File: config.mk
export PLATFORM = sky130hd
export DESIGN_NAME = master_clock_generation
export DESIGN_NICKNAME = d
export VERILOG_FILES = /design/src/clock_gen_pkg.sv /design/src/cpu_clock_divider_gen.sv /design/src/master_clock_generation.sv
export SDC_FILE = /design/constraint.sdc
export NUM_CORES = 1
export LEC_CHECK = 0
export BUFFER_PORTS_ARGS = -buffer_cell sky130_fd_sc_hd__buf_2
export CORE_AREA = 2 2 156 158
export DETAILED_ROUTE_END_ITERATION = 10
export DIE_AREA = 0 0 158 160
export PLACE_DENSITY = 0.85
export SKIP_LAST_GASP = 1
export SLEW_MARGIN = 15
export SYNTH_ARGS = -nofsm -noshare
export SYNTH_HDL_FRONTEND = slang
export SYNTH_SLANG_ARGS = --single-unit
File: constraint.sdc
create_clock -name clock -period 7.83 [get_ports clock]
set_input_delay 0.783 -clock clock [delete_from_list [all_inputs] [get_ports clock]]
set_output_delay 0.783 -clock clock [all_outputs]
set_load 0.02 [all_outputs]
File: src/clock_gen_pkg.sv
/*
 Constants for the master clock generator: bus map, field positions,
 reset values and the rate figures of the frequency-locked loop.
 Assumes a 250 MHz system clock and a 32,768 Hz crystal level input.
*/
package clock_gen_pkg;
   // Rates
   localparam longint CLOCK_HZ = 250000000;
   localparam longint XTAL_HZ = 32768;
   localparam longint MASTER_FAST_HZ = 19660800;
   localparam logic [9:0] MULT_FAST = 10'd600;
   localparam logic [9:0] MULT_SLOW = 10'd192;
   // Accumulator step for one master toggle pair at each rate
   localparam logic [31:0] INC_FAST =
      32'((64'd2 * MASTER_FAST_HZ * (64'd1 << 32)) / CLOCK_HZ);
   localparam logic [31:0] INC_SLOW =
      32'((64'd2 * MASTER_FAST_HZ * 64'd192 * (64'd1 << 32)) / (CLOCK_HZ * 64'd600));
   // Restart well below target so lock has to be earned
   localparam logic [31:0] INC_START = 32'(INC_SLOW >> 1);
   localparam logic [32:0] INC_PER_COUNT =
      33'((64'd2 * XTAL_HZ * (64'd1 << 32)) / CLOCK_HZ);
   localparam logic [2:0] LOCK_PERIODS = 3'd4;
   localparam logic [2:0] DIV_MAX = 3'd4;
   localparam logic [2:0] DIV_RESET = 3'd0;
   localparam logic SPEED_RESET = 1'b0;

   // Register byte offsets
   localparam logic [7:0] OFS_CTRL = 8'h00;
   localparam logic [7:0] OFS_STATUS = 8'h04;
   localparam logic [7:0] OFS_INT_STATUS = 8'h08;
   localparam logic [7:0] OFS_INT_MASK = 8'h0C;
   localparam logic [7:0] OFS_MEASURE = 8'h10;

   // CTRL fields
   localparam int CTRL_SPEED = 0;
   localparam int CTRL_DIV_LO = 1;
   localparam int CTRL_SLEEP = 4;
   // STATUS fields
   localparam int ST_LOCK = 0;
   localparam int ST_PLL_ON = 1;
   localparam int ST_SLEEP = 2;
   localparam int ST_EMU = 3;
   localparam int ST_DIV_LO = 4;
   // Interrupt events
   localparam int EV_LOCK_GAIN = 0;
   localparam int EV_LOCK_LOSS = 1;
   localparam int EV_WAKE = 2;
   localparam int EV_SLEEP = 3;
   localparam int EV_COUNT = 4;
   localparam logic [3:0] MASK_RESET = 4'h0;

   typedef enum logic [1:0]
   {
      PLL_OFF = 2'b00,
      PLL_ACQUIRE = 2'b01,
      PLL_LOCKED = 2'b11
   } pll_state_t;
endpackage

File: src/cpu_clock_divider_gen.sv
/*
 Processor clock divider: divides the master clock by 2^(n+2).
 Assumes master_rise is a one-cycle pulse per master clock rising edge.
*/
`timescale 1ns/1ps
module cpu_clock_divider_gen import clock_gen_pkg::*; (
   input wire logic clock,
   input wire logic rst,
   input wire logic master_rise,
   input wire logic [2:0] divider,
   output logic cpu_clock,
   output logic cpu_tick,
   output logic [2:0] active_div
);
   logic cpu_ff;
   logic [2:0] div_ff;
   logic [5:0] cnt_ff;
   logic hit;

   function automatic logic [5:0] half_last(input logic [2:0] d);
      half_last = 6'((7'd1 << (d + 3'd1)) - 7'd1);
   endfunction

   assign hit = master_rise && (cnt_ff == half_last(div_ff));

   always_ff @(posedge clock or posedge rst)
   begin
      if (rst)
         cnt_ff <= 6'h00;
      else if (hit)
         cnt_ff <= 6'h00;
      else if (master_rise)
         cnt_ff <= 6'(cnt_ff + 6'h01);
   end

   always_ff @(posedge clock or posedge rst)
   begin
      if (rst)
         cpu_ff <= 1'b0;
      else if (hit)
         cpu_ff <= ~cpu_ff;
   end

   // New ratio only at the falling edge, so no short pulse escapes
   always_ff @(posedge clock or posedge rst)
   begin
      if (rst)
         div_ff <= DIV_RESET;
      else if (hit && cpu_ff)
         div_ff <= divider;
   end

   assign cpu_clock = cpu_ff;
   assign cpu_tick = hit && !cpu_ff;
   assign active_div = div_ff;
endmodule

File: src/master_clock_generation.sv
/*
 Master clock generation: a frequency-locked loop referenced to the
 crystal, processor clock divider, emulator clock, sleep and wake
 control, with an AHB-Lite register slave and one interrupt.
 Assumes all pins are synchronous to clock; single-slave AHB-Lite bus.
*/
// Design decisions made here: the AHB-Lite register port and the register offsets.
`timescale 1ns/1ps
module master_clock_generation import clock_gen_pkg::*; (
   input wire logic clock,
   input wire logic rst,
   input wire logic hsel,
   input wire logic [31:0] haddr,
   input wire logic [1:0] htrans,
   input wire logic hwrite,
   input wire logic [2:0] hsize,
   input wire logic [31:0] hwdata,
   input wire logic hready,
   output logic hreadyout,
   output logic hresp,
   output logic [31:0] hrdata,
   input wire logic crystal_out,
   input wire logic emulator_enable_pin,
   input wire logic wake_request,
   output logic master_clock,
   output logic cpu_clock,
   output logic cpu_timer_tick,
   output logic emulator_clock,
   output logic rtc_clock,
   output logic sleep_mode,
   output logic pll_lock,
   output logic irq
);
   pll_state_t state_ff, nxt_state;
   logic xtal_d_ff;
   logic rtc_ff;
   logic [31:0] acc_ff;
   logic [31:0] inc_ff, nxt_inc;
   logic master_ff;
   logic emu_ff;
   logic [9:0] cnt_ff;
   logic [9:0] meas_ff;
   logic meas_valid_ff;
   logic [2:0] good_ff;
   logic speed_ff;
   logic [2:0] div_ff;
   logic [EV_COUNT-1:0] int_status_ff;
   logic [EV_COUNT-1:0] int_mask_ff;
   logic [EV_COUNT-1:0] events;
   logic wr_pend_ff;
   logic [7:0] waddr_ff;
   logic [31:0] rdata_ff;
   logic [31:0] rd_mux;
   logic xtal_rise;
   logic [32:0] acc_sum;
   logic pll_run;
   logic tick;
   logic master_rise;
   logic [9:0] target;
   logic signed [10:0] err;
   logic close;
   logic locked_now;
   logic addr_phase;
   logic ctrl_wr;
   logic sleep_go;
   logic wake_go;
   logic [2:0] active_div;
   logic [2:0] wr_div;

   // Crystal edge and RTC clock
   assign xtal_rise = crystal_out && !xtal_d_ff;

   always_ff @(posedge clock or posedge rst)
   begin
      if (rst)
         xtal_d_ff <= 1'b0;
      else
         xtal_d_ff <= crystal_out;
   end

   // RTC bypasses the loop entirely
   always_ff @(posedge clock or posedge rst)
   begin
      if (rst)
         rtc_ff <= 1'b0;
      else
         rtc_ff <= crystal_out;
   end

   // Loop state
   assign pll_run = (state_ff != PLL_OFF);
   assign locked_now = (good_ff == LOCK_PERIODS);

   always_comb
   begin
      nxt_state = state_ff;
      case (state_ff)
         PLL_OFF:
         begin
            if (wake_go)
               nxt_state = PLL_ACQUIRE;
         end
         PLL_ACQUIRE:
         begin
            if (sleep_go)
               nxt_state = PLL_OFF;
            else if (locked_now)
               nxt_state = PLL_LOCKED;
         end
         PLL_LOCKED:
         begin
            if (sleep_go)
               nxt_state = PLL_OFF;
            else if (!locked_now)
               nxt_state = PLL_ACQUIRE;
         end
         default:
            nxt_state = PLL_ACQUIRE;
      endcase
   end

   always_ff @(posedge clock or posedge rst)
   begin
      if (rst)
         state_ff <= PLL_ACQUIRE;
      else
         state_ff <= nxt_state;
   end

   assign wake_go = (state_ff == PLL_OFF) && wake_request;

   // Oscillator: accumulator carry toggles the master clock
   assign acc_sum = {1'b0, acc_ff} + {1'b0, inc_ff};
   // Finishes a high phase on sleep so master always parks low
   assign tick = acc_sum[32] && (pll_run || master_ff);
   assign master_rise = tick && !master_ff;

   always_ff @(posedge clock or posedge rst)
   begin
      if (rst)
         acc_ff <= 32'h00000000;
      else if (pll_run || master_ff)
         acc_ff <= acc_sum[31:0];
   end

   always_ff @(posedge clock or posedge rst)
   begin
      if (rst)
         master_ff <= 1'b0;
      else if (tick)
         master_ff <= ~master_ff;
   end

   // Master edges counted over each crystal period
   always_ff @(posedge clock or posedge rst)
   begin
      if (rst)
         cnt_ff <= 10'h000;
      else if (xtal_rise || !pll_run)
         cnt_ff <= {9'h000, master_rise};
      else if (master_rise && cnt_ff != 10'h3FF)
         cnt_ff <= 10'(cnt_ff + 10'h001);
   end

   // First period after start is partial and is thrown away
   always_ff @(posedge clock or posedge rst)
   begin
      if (rst)
         meas_valid_ff <= 1'b0;
      else if (!pll_run)
         meas_valid_ff <= 1'b0;
      else if (xtal_rise)
         meas_valid_ff <= 1'b1;
   end

   always_ff @(posedge clock or posedge rst)
   begin
      if (rst)
         meas_ff <= 10'h000;
      else if (xtal_rise && meas_valid_ff)
         meas_ff <= cnt_ff;
   end

   assign target = speed_ff ? MULT_FAST : MULT_SLOW;
   assign err = $signed({1'b0, target}) - $signed({1'b0, cnt_ff});
   assign close = (err >= -11'sd1) && (err <= 11'sd1);

   // Frequency step: one count of error is one master edge per period
   always_comb
   begin
      nxt_inc = inc_ff;
      if (sleep_go || wake_go)
         nxt_inc = INC_START;
      else if (pll_run && xtal_rise && meas_valid_ff)
         nxt_inc = inc_ff + 32'($signed(err) * $signed(INC_PER_COUNT));
   end

   always_ff @(posedge clock or posedge rst)
   begin
      if (rst)
         inc_ff <= INC_START;
      else
         inc_ff <= nxt_inc;
   end

   // Lock only after several accurate periods in a row
   always_ff @(posedge clock or posedge rst)
   begin
      if (rst)
         good_ff <= 3'd0;
      else if (!pll_run)
         good_ff <= 3'd0;
      else if (xtal_rise && meas_valid_ff)
      begin
         if (!close)
            good_ff <= 3'd0;
         else if (!locked_now)
            good_ff <= 3'(good_ff + 3'd1);
      end
   end

   // Processor clock and timer tick
   cpu_clock_divider_gen u_cpu_div (
      .clock(clock),
      .rst(rst),
      .master_rise(master_rise),
      .divider(div_ff),
      .cpu_clock(cpu_clock),
      .cpu_tick(cpu_timer_tick),
      .active_div(active_div)
   );

   // Emulator clock: master halved, parks low when pin drops
   always_ff @(posedge clock or posedge rst)
   begin
      if (rst)
         emu_ff <= 1'b0;
      else if (master_rise)
         emu_ff <= emulator_enable_pin && !emu_ff;
   end

   // Bus slave, zero wait states
   assign addr_phase = hsel && htrans[1] && hready;
   assign ctrl_wr = wr_pend_ff && (waddr_ff == OFS_CTRL);
   assign sleep_go = ctrl_wr && hwdata[CTRL_SLEEP] && pll_run;
   assign wr_div = hwdata[CTRL_DIV_LO +: 3];

   always_ff @(posedge clock or posedge rst)
   begin
      if (rst)
         wr_pend_ff <= 1'b0;
      else if (hready)
         wr_pend_ff <= addr_phase && hwrite;
   end

   always_ff @(posedge clock or posedge rst)
   begin
      if (rst)
         waddr_ff <= 8'h00;
      else if (addr_phase)
         waddr_ff <= {haddr[7:2], 2'b00};
   end

   // Speed is forced slow on sleep so wake restarts there
   always_ff @(posedge clock or posedge rst)
   begin
      if (rst)
         speed_ff <= SPEED_RESET;
      else if (sleep_go)
         speed_ff <= 1'b0;
      else if (ctrl_wr)
         speed_ff <= hwdata[CTRL_SPEED];
   end

   // Out-of-range divider values keep the old setting
   always_ff @(posedge clock or posedge rst)
   begin
      if (rst)
         div_ff <= DIV_RESET;
      else if (ctrl_wr && wr_div <= DIV_MAX)
         div_ff <= wr_div;
   end

   always_ff @(posedge clock or posedge rst)
   begin
      if (rst)
         int_mask_ff <= MASK_RESET;
      else if (wr_pend_ff && waddr_ff == OFS_INT_MASK)
         int_mask_ff <= hwdata[EV_COUNT-1:0];
   end

   assign events[EV_LOCK_GAIN] = (state_ff == PLL_ACQUIRE) && (nxt_state == PLL_LOCKED);
   assign events[EV_LOCK_LOSS] = (state_ff == PLL_LOCKED) && (nxt_state == PLL_ACQUIRE);
   assign events[EV_WAKE] = wake_go;
   assign events[EV_SLEEP] = sleep_go;

   // Write one clears; a new event in the same cycle wins
   always_ff @(posedge clock or posedge rst)
   begin
      if (rst)
         int_status_ff <= '0;
      else if (wr_pend_ff && waddr_ff == OFS_INT_STATUS)
         int_status_ff <= (int_status_ff & ~hwdata[EV_COUNT-1:0]) | events;
      else
         int_status_ff <= int_status_ff | events;
   end

   always_comb
   begin
      rd_mux = 32'h00000000;
      case ({haddr[7:2], 2'b00})
         OFS_CTRL:
         begin
            rd_mux[CTRL_SPEED] = speed_ff;
            rd_mux[CTRL_DIV_LO +: 3] = div_ff;
         end
         OFS_STATUS:
         begin
            rd_mux[ST_LOCK] = (state_ff == PLL_LOCKED);
            rd_mux[ST_PLL_ON] = pll_run;
            rd_mux[ST_SLEEP] = !pll_run;
            rd_mux[ST_EMU] = emulator_enable_pin;
            rd_mux[ST_DIV_LO +: 3] = active_div;
         end
         OFS_INT_STATUS:
            rd_mux[EV_COUNT-1:0] = int_status_ff;
         OFS_INT_MASK:
            rd_mux[EV_COUNT-1:0] = int_mask_ff;
         OFS_MEASURE:
            rd_mux[9:0] = meas_ff;
         default:
            rd_mux = 32'h00000000;
      endcase
   end

   always_ff @(posedge clock or posedge rst)
   begin
      if (rst)
         rdata_ff <= 32'h00000000;
      else if (addr_phase && !hwrite)
         rdata_ff <= rd_mux;
   end

   assign hreadyout = 1'b1;
   assign hresp = 1'b0;
   assign hrdata = rdata_ff;
   assign master_clock = master_ff;
   assign emulator_clock = emu_ff;
   assign rtc_clock = rtc_ff;
   assign sleep_mode = !pll_run;
   assign pll_lock = (state_ff == PLL_LOCKED);
   assign irq = |(int_status_ff & int_mask_ff);
endmodule
Word-level counts from Yosys, hierarchy flattened
Index checks and enable logic that the tools add are counted.

word-level totals
  logic and storage cells = 125
  latch bits = 0
  memories = 0
  flip-flop bits (word level) = 132
  RAM bits = 0
  ROM bits = 0

cells by class
  multiplexer cells = 25
  $lt $le $gt $ge = 3
  bitwise gates (word level) = 7
  shift operators = 1
  div/mod/pow operators = 0
  multiply operators = 1
  add/sub/neg operators = 8
  eq/ne operators = 16
  reductions and logical operators = 44

operators with widths
  cell                      number
  $mux W32                  2
  $add A32 B32 Y33          1
  $add A32 B32 Y32          1
  $mul A11 B22 Y32 const B  1
  $mux W10                  3
  $logic_and A1 B1 Y1       25
  $eq A6 B2 Y1 const B      4
  $pmux W4 S5               1
  $mux W3                   5
  $mux W6                   2
  $ge A11 B1 Y1 const B     1
  $le A11 B2 Y1 const B     1
  $sub A10 B10 Y11          1
  $add A10 B1 Y10 const B   1
  $mux W2                   5
  $ne A10 B10 Y1 const B    1
  $reduce_bool A2 Y1        5
  $and A4 B4 Y4             2
  $logic_not A8 Y1          1
  $or A4 B4 Y4              2
  $add A3 B1 Y3 const B     2
  $add A6 B1 Y6 const B     1
  $eq A6 B1 Y1 const B      1
  $eq A6 B3 Y1 const B      1
  other kinds (22)          35

Depth between registers and ports, before layout
Gate-level depths: netlist of the first run.

  depth after elaboration = 10
  depth in mapped cells = 27
  mapped depth without buffers = 25

Hierarchy
A second synthesis of the first run with hierarchy kept.

second synthesis, totals
  cell total of the unflattened synthesis = 1,363
  area, all modules = 12,488.2 um^2

by module, submodules not included
  module                   area an instance (um^2)  times used  cells each
  master_clock_generation  11,860.1                 1           1,299
  cpu_clock_divider_gen    628.1                    1           64

Least setup slack after synthesis of the first run
No wires, ideal clock.

  kind = register to register
  start point = register cnt_ff[0]
  end point = register inc_ff[25]
  slack = 1,431 ps
  path buffers = 1
  stages on the path, launching flop included = 24
  arrival = 6,321 ps
  library setup time = 79 ps
  cells stage by stage = dfrtp_1 -> buf_2 -> inv_1 -> ha_1 -> and3b_1 -> o211ai_1 -> nand2_1 -> a221o_1 -> inv_1 -> fa_1 -> fa_1 -> fa_1 -> fa_1 -> inv_1 -> fa_1 -> inv_1 -> ha_1 -> a21o_1 -> a21oi_1 -> o21ai_0 -> o21a_1 -> or2_2 -> mux2_2 -> o21ai_0

on the way
  word-level cells in the longest chain between the ends = 5

RTL lines
  item                    line                            RTL
  from (decl)             master_clock_generation.sv:41   logic [9:0] cnt_ff;
  from (signal assigned)  master_clock_generation.sv:160  cnt_ff <= {9'h000, master_rise};
  from (signal assigned)  master_clock_generation.sv:162  cnt_ff <= 10'(cnt_ff + 10'h001);
  $sub A10 B10 Y11        master_clock_generation.sv:185  assign err = $signed({1'b0, target}) - $signed({1'b0, cnt_ff});
  $mul A11 B22 Y32        master_clock_generation.sv:195  nxt_inc = inc_ff + 32'($signed(err) * $signed(INC_PER_COUNT));
  $add A32 B32 Y32        master_clock_generation.sv:195
  $mux W32                master_clock_generation.sv:194  else if (pll_run && xtal_rise && meas_valid_ff)
  $mux W32                master_clock_generation.sv:192  if (sleep_go || wake_go)
  to (signal assigned)    master_clock_generation.sv:203  inc_ff <= nxt_inc;
  to (decl)               master_clock_generation.sv:38   logic [31:0] inc_ff, nxt_inc;

Every way passes these cells. The select of a mux whose other input is x is not followed.
A chain may end at the register's enable or synchronous reset.

Final worst setup path of the first run
  start point = register cnt_ff[3]
  end point = register inc_ff[29]

Same word-level chain as after synthesis.

==> results of run 1 <==
## placed cells by master (no fill, tap or decap), types with 9 or more instances in the layout
master,count
sky130_fd_sc_hd__a21oi_1,89
sky130_fd_sc_hd__and3_1,11
sky130_fd_sc_hd__conb_1,24
sky130_fd_sc_hd__o21ai_0,75
sky130_fd_sc_hd__nand2_1,115
sky130_fd_sc_hd__o31ai_1,12
sky130_fd_sc_hd__xor2_1,32
sky130_fd_sc_hd__nand4_1,12
sky130_fd_sc_hd__nor2_1,86
sky130_fd_sc_hd__inv_1,170
sky130_fd_sc_hd__a21o_1,38
sky130_fd_sc_hd__buf_2,37
sky130_fd_sc_hd__buf_4,16
sky130_fd_sc_hd__nand2b_1,18
sky130_fd_sc_hd__nand3_1,27
sky130_fd_sc_hd__o211ai_1,10
sky130_fd_sc_hd__fa_1,71
sky130_fd_sc_hd__clkbuf_16,17
sky130_fd_sc_hd__nor3b_1,10
sky130_fd_sc_hd__ha_1,173
sky130_fd_sc_hd__a31oi_1,13
sky130_fd_sc_hd__nor3_1,14
sky130_fd_sc_hd__mux2_2,15
sky130_fd_sc_hd__dfrtp_1,119
sky130_fd_sc_hd__and2_1,9
sky130_fd_sc_hd__dfstp_2,13
sky130_fd_sc_hd__a211oi_1,9
sky130_fd_sc_hd__nor4_1,9
sky130_fd_sc_hd__xnor2_1,24
## cell families (layout without fill, tap and decap cells)
family,Yosys count,in the layout,share of synthesized area
adders and majority gates,244,244,0.2810
other,2,24,0.0005885
buffers and inverters,236,257,0.07893
xor gates and xnor gates,57,57,0.03971
AOI/OAI and AO/OA,332,332,0.1720
and+or+nand+nor,361,361,0.1427
DFF,132,132,0.2601
muxes,25,25,0.02500
## area by class of cell
cell class                      instances  area [um2]  share of cell area
Timing Repair Buffer                   53       305.3             0.02208
Multi-Input combinational cell       1043        8526              0.6165
Tap cell                              324       405.4             0.02931
Clock buffer                           17       425.4             0.03076
Clock inverter                         15       197.7             0.01429
Inverter                              172       650.6             0.04705
Sequential cell                       132        3319              0.2400
## metal layers
| layer | wire [um] | vias up |
|---|---|---|
| met3 | 2184 | 118 |
| li1 | - | 4857 |
| met5 | 0 | - |
| met2 | 14800 | 401 |
| met1 | 12700 | 5058 |
| met4 | 1388 | 0 |
## final timing paths
check	from	to	slack (ns)	depth (start not counted)
setup / recovery	cnt_ff[3]	inc_ff[29]	0.97	22
hold / removal	rst	acc_ff[30]	0.42	2
setup reg to reg	cnt_ff[3]	inc_ff[29]	0.97	22
hold reg to reg	emulator_clock	emulator_clock	0.50	2
max in group asynchronous	rst	div_ff[0]	6.11	3
min in group clock	crystal_out	rtc_clock	0.46	1
## through the flow
step                setup WS [ns]  hold slack [ns]  cell area (um2)
floorplan                   1.431           0.4453            12840
global placement            1.170           0.4634            13200
detailed placement          1.066           0.4820            13200
CTS                         1.030           0.4573            13820
global route               0.6548           0.4632            13830
finish                     0.9735           0.4202            13830
## flip-flops by register name (all words and copies together), names as in the netlist, 2 cells and up
signal                cells
acc_ff                   32
inc_ff                   32
cnt_ff                   10
hrdata                   10
meas_ff                  10
u_cpu_div.cnt_ff          6
waddr_ff                  6
int_mask_ff               4
int_status_ff             4
div_ff                    3
good_ff                   3
u_cpu_div.active_div      3
state_ff                  2
==> run_results.csv, run 1 <==
group,metric,value,unit
outcome,run_status,"finished, final reports clean",
sta,max_freq,145.8,MHz
cells_and_area,num-fill-cells,1969,
critical_path,crit_chain,"inv_1 > ha_1 > and3b_1 > o211ai_1 > nand2_1 > a221o_1 > inv_1 > fa_1 > fa_1 > fa_1 > fa_1 > inv_1 > fa_1 > inv_1 > ha_1 > a21o_1 > a21oi_1 > o21ai_0 > o21a_1 > o311ai_1 > mux2i_1 > o311ai_1",
global_route,via_count_of_the_first_global_routing_pass,10529,
clock_network,cts.htree.levels,4,
routing,drt_pass1_iterations,5,
critical_path,startpoint_type,"flip-flop",
sta,period_share,0.8757,
critical_path,arrival,7.17,ns
flow_run,maxCapViolations,0,
critical_path,cp_slowest_cell,"sky130_fd_sc_hd__fa_1",
sta,finClkSkew,0.01111,ns
routing,detail_route.iter0.violations,775,
synthesis,synthDominantCellAreaShare,0.2334,
clock_network,ctsRootBufferMaster,"sky130_fd_sc_hd__clkbuf_16",
synthesis,synth_cells,1389,
global_route,grt_max_degree,74,
synthesis,synth.lib_cells_used.distinct,87,
sta,maxSlewHeadroom,0.3854,
die,floorplan.io_pins,119,
synthesis,synth_area_per_cell,9.187,um2
sta,grt_setup_unrepaired,"false",
synthesis,synth_seq_cells,132,
place,place.gp.congestion,0.9182,
die,floorplan.die_area,25280,um2
synthesis,netlist_top_cells_area,"sky130_fd_sc_hd__dfrtp_1 23%, sky130_fd_sc_hd__ha_1 17%, sky130_fd_sc_hd__fa_1 11%",
clock_network,cts_inserted_buffers,17,
global_route,busiest_layer,"met2",
clock_network,clockBufferDepth,2,
global_route,groute.layer.met3.usage,0.05292,
die,start_util,0.5357,
global_route,globalRouteMet1Util,0.3410,
synthesis,synth-warning-count,0,
global_route,grt_use_met2,0.4178,
cells_and_area,drive_gt1_frac,0.1068,
critical_path,path_class,"reg2reg",
global_route,wire_length_of_the_first_global_routing_pass,52180,um
clock_network,clock_insertion_delay_worst_skew,0.44,ns
cells_and_area,fin_nets,1740,
sta,max_slew.worst_pin.slew,0.9153,ns
critical_path,timing.critical_path.buf_inv,4,
routing,routed_wl_per_cell,17.69,um
synthesis,netlist_top_cells_count,"173 x sky130_fd_sc_hd__ha_1, 171 x sky130_fd_sc_hd__inv_1, 119 x sky130_fd_sc_hd__dfrtp_1, 115 x sky130_fd_sc_hd__nand2_1, 89 x sky130_fd_sc_hd__a21oi_1",
critical_path,cp_slowest_stage_delay,0.57,ns
place,port_buffers,37,
critical_path,cpMostUsedCell,"sky130_fd_sc_hd__fa_1",
clock_network,cts_setup_buffers,0,
routing,avgViaCountPerCell,5.942,
critical_path,critical_path.max_fanout,6,
synthesis,post_synth_instance_area,12760,um2
clock_network,post_cts_resized,0,
clock_network,worst_setup_hold_path_clk_slew,0.07,ns
clock_network,numClockSinks,132,
synthesis,synthArstFlopShare,1.000,
clock_network,tritoncts,"done",
cells_and_area,final_util,0.5806,
synthesis,synth_top_area_cell,"sky130_fd_sc_hd__dfrtp_1",
die,placementRows,57,
clock_network,postCtsHoldBufs,0,
global_route,overflow,0,
routing,final_antenna_net_count,0,
critical_path,critical_path.top_delay_family,"adder cells",
sta,finalSetupViolCount,0,
hold_path,hold_path_class,"in2async",
routing,drc_violations_left,0,
place,dp.final_hpwl,23750,um
place,dp.cells,1724,
critical_path,timing.critical_path.to_type,"flip-flop",
cells_and_area,antenna_cells,0,
sta,slew_viol_final,0,
die,die_h,160,um
sta,min_period,6.856,ns
sta,final-hold-violation-count,0,
critical_path,timing.critical_path.required,8.14,ns
global_route,overall_track_demand_over_capacity_in_global_routing,0.2614,
synthesis,synth.most_common_cell,"sky130_fd_sc_hd__ha_1",
routing,drt-total-wl,31070,um
cells_and_area,finish.cell_count_without_fillers,1756,
die,die_width,158,um
sta,setup_tns,0,ns
synthesis,top_flip_flop_cell_by_instance_count_after_synthesis,"sky130_fd_sc_hd__dfrtp_1",
routing,route.vias.total,10434,
global_route,grt_antenna_before_repair,0,
synthesis,seq_area_frac_synth,0.2601,
cells_and_area,area_growth_syn_to_layout,8.373,%
die,design.core.area,23820,um2
synthesis,synth_edf_count,0,
Power of run 1 is left out: the tool's default activity adds up to more than one toggle a clock period on the data nets, which glitch-free logic cannot reach.
==> inputs of run 2 (changes only) <==
clock period = 7 ns   (was 7.83 ns; I/O delays follow)
==> run 2 against run 1 <==
  * Worst setup slack worse by 0.70 ns
  * Utilization increased by 0.058 points
  * Clock-buffer cell count unchanged
  * Critical endpoint is now inc_ff[24]
  * Critical path type unchanged
  * Flip-flop and latch count unchanged
  * Via count increased by 1.4%
  * Global-route usage up 0.82 points
  * Sequential share of layout area about the same
  * Critical path depth did not move
  * Largest cell class unchanged
  * First-iteration DRC count grew 1.5%
  * Clock skew increased by 0.0025 ns
==> run_results.csv, run 2 (synthesis gave the netlist of run 1 again) <==
group,metric,value,unit
outcome,run_status,"finished, final reports clean",
clock_network,clockBufferDepth,2,
die,floorplan.die_area,25280,um2
sta,slew_viol_final,0,
routing,routed_wl_per_cell,18.75,um
sta,max_freq,148.7,MHz
clock_network,tritoncts,"done",
die,start_util,0.5357,
critical_path,path_class,"reg2reg",
cells_and_area,final_common_cell,"sky130_fd_sc_hd__ha_1",
clock_network,post_cts_resized,0,
routing,detail_route.iter0.violations,787,
clock_network,ctsRootBufferMaster,"sky130_fd_sc_hd__clkbuf_16",
cells_and_area,mostFrequentLayoutCells,"173 x sky130_fd_sc_hd__ha_1, 170 x sky130_fd_sc_hd__inv_1, 119 x sky130_fd_sc_hd__dfrtp_1, 115 x sky130_fd_sc_hd__nand2_1, 89 x sky130_fd_sc_hd__a21oi_1",
critical_path,timing.critical_path.to_type,"flip-flop",
place,place.gp.congestion,0.9316,
die,design.core.area,23820,um2
hold_path,hold_path_class,"in2async",
sta,min_period,6.724,ns
place,dp.final_hpwl,24230,um
clock_network,cts_inserted_buffers,17,
cells_and_area,antenna_cells,0,
critical_path,startpoint_type,"flip-flop",
sta,post-route-worst-setup-slack,0.2763,ns
die,placementRows,57,
place,port_buffers,37,
clock_network,postCtsHoldBufs,0,
die,die_width,158,um
flow_run,maxCapViolations,0,
critical_path,arrival,7.04,ns
sta,period_share,0.9605,
cells_and_area,finish.cell_count_without_fillers,1756,
routing,avgViaCountPerCell,6.026,
critical_path,critical_path.max_fanout,6,
critical_path,timing.critical_path.required,7.32,ns
sta,maxSlewHeadroom,0.2761,
cells_and_area,area_growth_syn_to_layout,8.481,%
routing,route.vias.total,10582,
global_route,wire_length_of_the_first_global_routing_pass,53610,um
die,floorplan.io_pins,119,
clock_network,clock_insertion_delay_worst_skew,0.45,ns
sta,max_slew.worst_pin.slew,1.086,ns
die,die_h,160,um
cells_and_area,drive_gt1_frac,0.1096,
global_route,overall_track_demand_over_capacity_in_global_routing,0.2696,
routing,final_antenna_net_count,0,
sta,final-hold-violation-count,0,
cells_and_area,num-fill-cells,1954,
routing,drc_violations_left,0,
global_route,overflow,0,
cells_and_area,fin_nets,1740,
routing,drt-total-wl,32930,um
routing,drt_pass1_iterations,5,
global_route,grt_max_degree,73,
sta,finalSetupViolCount,0,
clock_network,cts_setup_buffers,0,
sta,finClkSkew,0.01365,ns
clock_network,numClockSinks,132,
clock_network,cts.htree.levels,4,
cells_and_area,biggestRegsByFlops,"acc_ff x32, inc_ff x32",
global_route,via_count_of_the_first_global_routing_pass,10690,
place,dp.cells,1724,
global_route,grt_antenna_before_repair,0,
clock_network,worst_setup_hold_path_clk_slew,0.07,ns
place,dpl_worst_slack,0.1836,ns
==> run 2: changes by cell type in the layout (fill, tap and decap cells not counted), sizes merged <==
| cell | before | now |
|---|---|---|
| clkinv | 1 | 3 |
| inv | 183 | 182 |
| bufinv | 2 | 1 |
==> run 2: per-stage QoR <==
stage                     instance area (um2)  hold slack (ns)   TNS (ns)  utilization
after floorplan                         12840           0.4453          0            -
after global placement                  13200           0.4636          0       0.5542
after detailed placement                13200           0.4778          0       0.5542
after CTS                               13800           0.3595          0       0.5795
after global routing                    13840           0.3793  -0.005207       0.5812
final                                   13840           0.3304          0       0.5812
==> run 2: cell type report <==
| class | count | area, um2 | share of cell area |
|---|---|---|---|
| Sequential cell | 132 | 3319 | 0.2398 |
| Timing Repair Buffer | 53 | 305.3 | 0.02205 |
| Multi-Input combinational cell | 1043 | 8558 | 0.6182 |
| Clock buffer | 17 | 425.4 | 0.03073 |
| Tap cell | 324 | 405.4 | 0.02928 |
| Inverter | 172 | 650.6 | 0.04700 |
| Clock inverter | 15 | 178.9 | 0.01292 |
==> run 2: layer usage <==
layer,track usage,up-vias,wire length (um)
li1,-,4863,-
met1,0.3440,5195,13210
met2,0.4470,413,16130
met3,0.04776,111,2277
met4,0.1200,0,1303
met5,0,-,0
==> run 2: path summary, 6_finish.rpt <==
check / startpoint / endpoint / slack [ns] / depth (start not counted)
worst max-delay path: cnt_ff[3] / inc_ff[24] / 0.28 / 22
max in group asynchronous: rst / acc_ff[0] / 5.31 / 3
worst min-delay path: rst / acc_ff[19] / 0.33 / 2
worst min register to register: acc_ff[0] / acc_ff[0] / 0.49 / 2
min in group clock: crystal_out / rtc_clock / 0.38 / 1
worst max register to register: cnt_ff[3] / inc_ff[24] / 0.28 / 22
==> run 2: critical path: stages, from the launching register on <==
cell                       delay (ns)
sky130_fd_sc_hd__dfrtp_1         0.40
sky130_fd_sc_hd__inv_1           0.11
sky130_fd_sc_hd__ha_1            0.35
sky130_fd_sc_hd__and3b_1         0.19
sky130_fd_sc_hd__nor2_1          0.16
sky130_fd_sc_hd__xor2_1          0.27
sky130_fd_sc_hd__inv_1           0.24
sky130_fd_sc_hd__ha_1            0.35
sky130_fd_sc_hd__ha_1            0.28
sky130_fd_sc_hd__fa_1            0.53
sky130_fd_sc_hd__inv_1           0.05
sky130_fd_sc_hd__fa_1            0.47
sky130_fd_sc_hd__fa_1            0.55
sky130_fd_sc_hd__inv_1           0.05
sky130_fd_sc_hd__ha_1            0.33
sky130_fd_sc_hd__nor2b_1         0.16
sky130_fd_sc_hd__o31a_1          0.27
sky130_fd_sc_hd__o41ai_1         0.72
sky130_fd_sc_hd__a311o_1         0.36
sky130_fd_sc_hd__nand2_1         0.16
sky130_fd_sc_hd__a221oi_1        0.35
sky130_fd_sc_hd__xor2_1          0.18
sky130_fd_sc_hd__o21ai_1         0.07
Power of run 2 is left out for the same reason.
==> inputs of run 3 (changes only) <==
CORE_AREA = 2 2 210 212   (was 2 2 156 158)
DIE_AREA = 0 0 212 214   (was 0 0 158 160)
PLACE_DENSITY = 0.42   (was 0.85)
==> run 3 against run 2 <==
  * Maximum frequency increased by 0.60%
  * Final area up 2.7%
  * Sequential share of layout area down 0.64 points
  * Worst setup slack gained 0.040 ns
  * Wire length up 7.2%
==> run_results.csv, run 3 (synthesis gave the netlist of run 1 again) <==
group,metric,value,unit
clock_network,postCtsHoldBufs,0,
critical_path,timing.critical_path.to_type,"flip-flop",
routing,route.vias.total,9861,
cells_and_area,biggestRegsByFlops,"acc_ff x32, inc_ff x32",
place,dpl_worst_slack,0.1610,ns
cells_and_area,drive_gt1_frac,0.1172,
global_route,grt_antenna_before_repair,0,
hold_path,hold_path_class,"in2async",
die,die_width,212,um
global_route,grt_max_degree,68,
sta,min_period,6.684,ns
clock_network,cts.htree.levels,4,
outcome,run_status,"finished, final reports clean",
routing,routed_wl_per_cell,17.41,um
global_route,wire_length_of_the_first_global_routing_pass,56400,um
place,dp.final_hpwl,27720,um
critical_path,cp_slowest_cell,"sky130_fd_sc_hd__a2111oi_0",
sta,finalSetupViolCount,0,
routing,avgViaCountPerCell,4.865,
critical_path,path_class,"reg2reg",
critical_path,cp_slowest_stage_delay,0.59,ns
die,placementRows,76,
sta,max_slew.worst_pin.slew,1.126,ns
routing,drt-total-wl,35290,um
clock_network,clock_insertion_delay_worst_skew,0.44,ns
cells_and_area,area_growth_syn_to_layout,11.45,%
cells_and_area,finish.instance_area,14220,um2
critical_path,arrival,7.00,ns
place,place.gp.congestion,0.7919,
sta,setup_tns,0,ns
sta,period_share,0.9548,
global_route,via_count_of_the_first_global_routing_pass,9913,
global_route,overall_track_demand_over_capacity_in_global_routing,0.1614,
cells_and_area,num-fill-cells,4478,
cells_and_area,finish.cell_count_without_fillers,2027,
critical_path,crit_chain,"inv_1 > ha_1 > or3b_2 > o2111a_1 > a311o_1 > fa_1 > fa_1 > fa_1 > inv_1 > fa_1 > fa_1 > inv_1 > ha_1 > a21o_1 > a21o_1 > a21o_1 > a2111oi_0 > nor2_1 > o311ai_2 > mux2i_1 > o311ai_1",
critical_path,timing.critical_path.required,7.32,ns
critical_path,startpoint_type,"flip-flop",
sta,slew_viol_final,0,
clock_network,clockBufferDepth,2,
routing,drt_pass1_iterations,5,
sta,grt_setup_unrepaired,"true",
place,placed_cell_area,13610,um2
clock_network,numClockSinks,132,
die,design.core.area,42890,um2
die,die_h,214,um
sta,maxSlewHeadroom,0.2490,
clock_network,tritoncts,"done",
die,start_util,0.2976,
routing,drc_violations_left,0,
critical_path,cpMostUsedCell,"sky130_fd_sc_hd__fa_1",
flow_run,maxCapViolations,0,
clock_network,worst_setup_hold_path_clk_slew,0.07,ns
place,dp.cells,1995,
cells_and_area,final_common_cell,"sky130_fd_sc_hd__ha_1",
clock_network,cts_inserted_buffers,17,
cells_and_area,fin_nets,1750,
die,floorplan.die_area,45370,um2
sta,max_freq,149.6,MHz
clock_network,post_cts_resized,0,
routing,detail_route.iter0.violations,553,
clock_network,ctsRootBufferMaster,"sky130_fd_sc_hd__clkbuf_16",
cells_and_area,antenna_cells,0,
clock_network,cts_setup_buffers,0,
global_route,overflow,0,
die,floorplan.io_pins,119,
critical_path,critical_path.max_fanout,6,
routing,final_antenna_net_count,0,
cells_and_area,mostFrequentLayoutCells,"173 x sky130_fd_sc_hd__ha_1, 170 x sky130_fd_sc_hd__inv_1, 119 x sky130_fd_sc_hd__dfrtp_1, 115 x sky130_fd_sc_hd__nand2_1, 88 x sky130_fd_sc_hd__a21oi_1",
sta,post-route-worst-setup-slack,0.3164,ns
sta,final-hold-violation-count,0,
sta,finClkSkew,0.01357,ns
place,port_buffers,37,
## run 3: cell count changes in the layout (fill, tap and decap cells not counted), moves of 2 or more
cell,delta
sky130_fd_sc_hd__clkinv_4,+2
sky130_fd_sc_hd__inv_8,-3
sky130_fd_sc_hd__clkinv_8,-2
sky130_fd_sc_hd__buf_4,+10
## run 3: cell type report
type,count,area (um2),share of cell area
well taps,585,732.0,0.05146
clock buffers,18,429.2,0.03018
repair buffers,63,380.4,0.02674
clock inverters,14,142.6,0.01003
flip-flops and latches,132,3319,0.2334
multi-input cells,1043,8568,0.6024
inverters,172,650.6,0.04575
## run 3: worst paths after layout
path	cells past startpoint	end	slack, ns	startpoint
worst min-delay path	2	acc_ff[21]	0.37	rst
max in group asynchronous	3	state_ff[1]	5.28	rst
worst max-delay path	21	inc_ff[29]	0.32	cnt_ff[4]
worst min register to register	2	acc_ff[0]	0.48	acc_ff[0]
worst max register to register	21	inc_ff[29]	0.32	cnt_ff[4]
min in group clock	1	rtc_clock	0.37	crystal_out
## run 3: stage by stage
| stage | utilization | hold WS [ns] |
|---|---|---|
| 2_1_floorplan | - | 0.4453 |
| 3_3_place_gp | 0.3173 | 0.4560 |
| 3_5_place_dp | 0.3173 | 0.4691 |
| 4_1_cts | 0.3306 | 0.3554 |
| 5_1_grt | 0.3316 | 0.3615 |
| 6_report | 0.3316 | 0.3691 |
## run 3: metal layers
| layer | wire length (um) | vias up | GRT usage |
|---|---|---|---|
| li1 | - | 4880 | - |
| met1 | 17290 | 4855 | 0.2251 |
| met2 | 16750 | 107 | 0.2666 |
| met3 | 906 | 19 | 0.02067 |
| met4 | 337 | 0 | 0.03404 |
| met5 | 0 | - | 0 |
## run 3: worst max-delay path, delay by kind of cell, from the launching register on
family | cells | cell delay [ns]
mux | 1 | 0.22
buf+inv | 3 | 0.26
fa+ha+maj | 7 | 2.85
flops | 1 | 0.39
compound gates | 8 | 2.20
simple gates | 2 | 0.61
Power of run 3 is left out for the same reason.
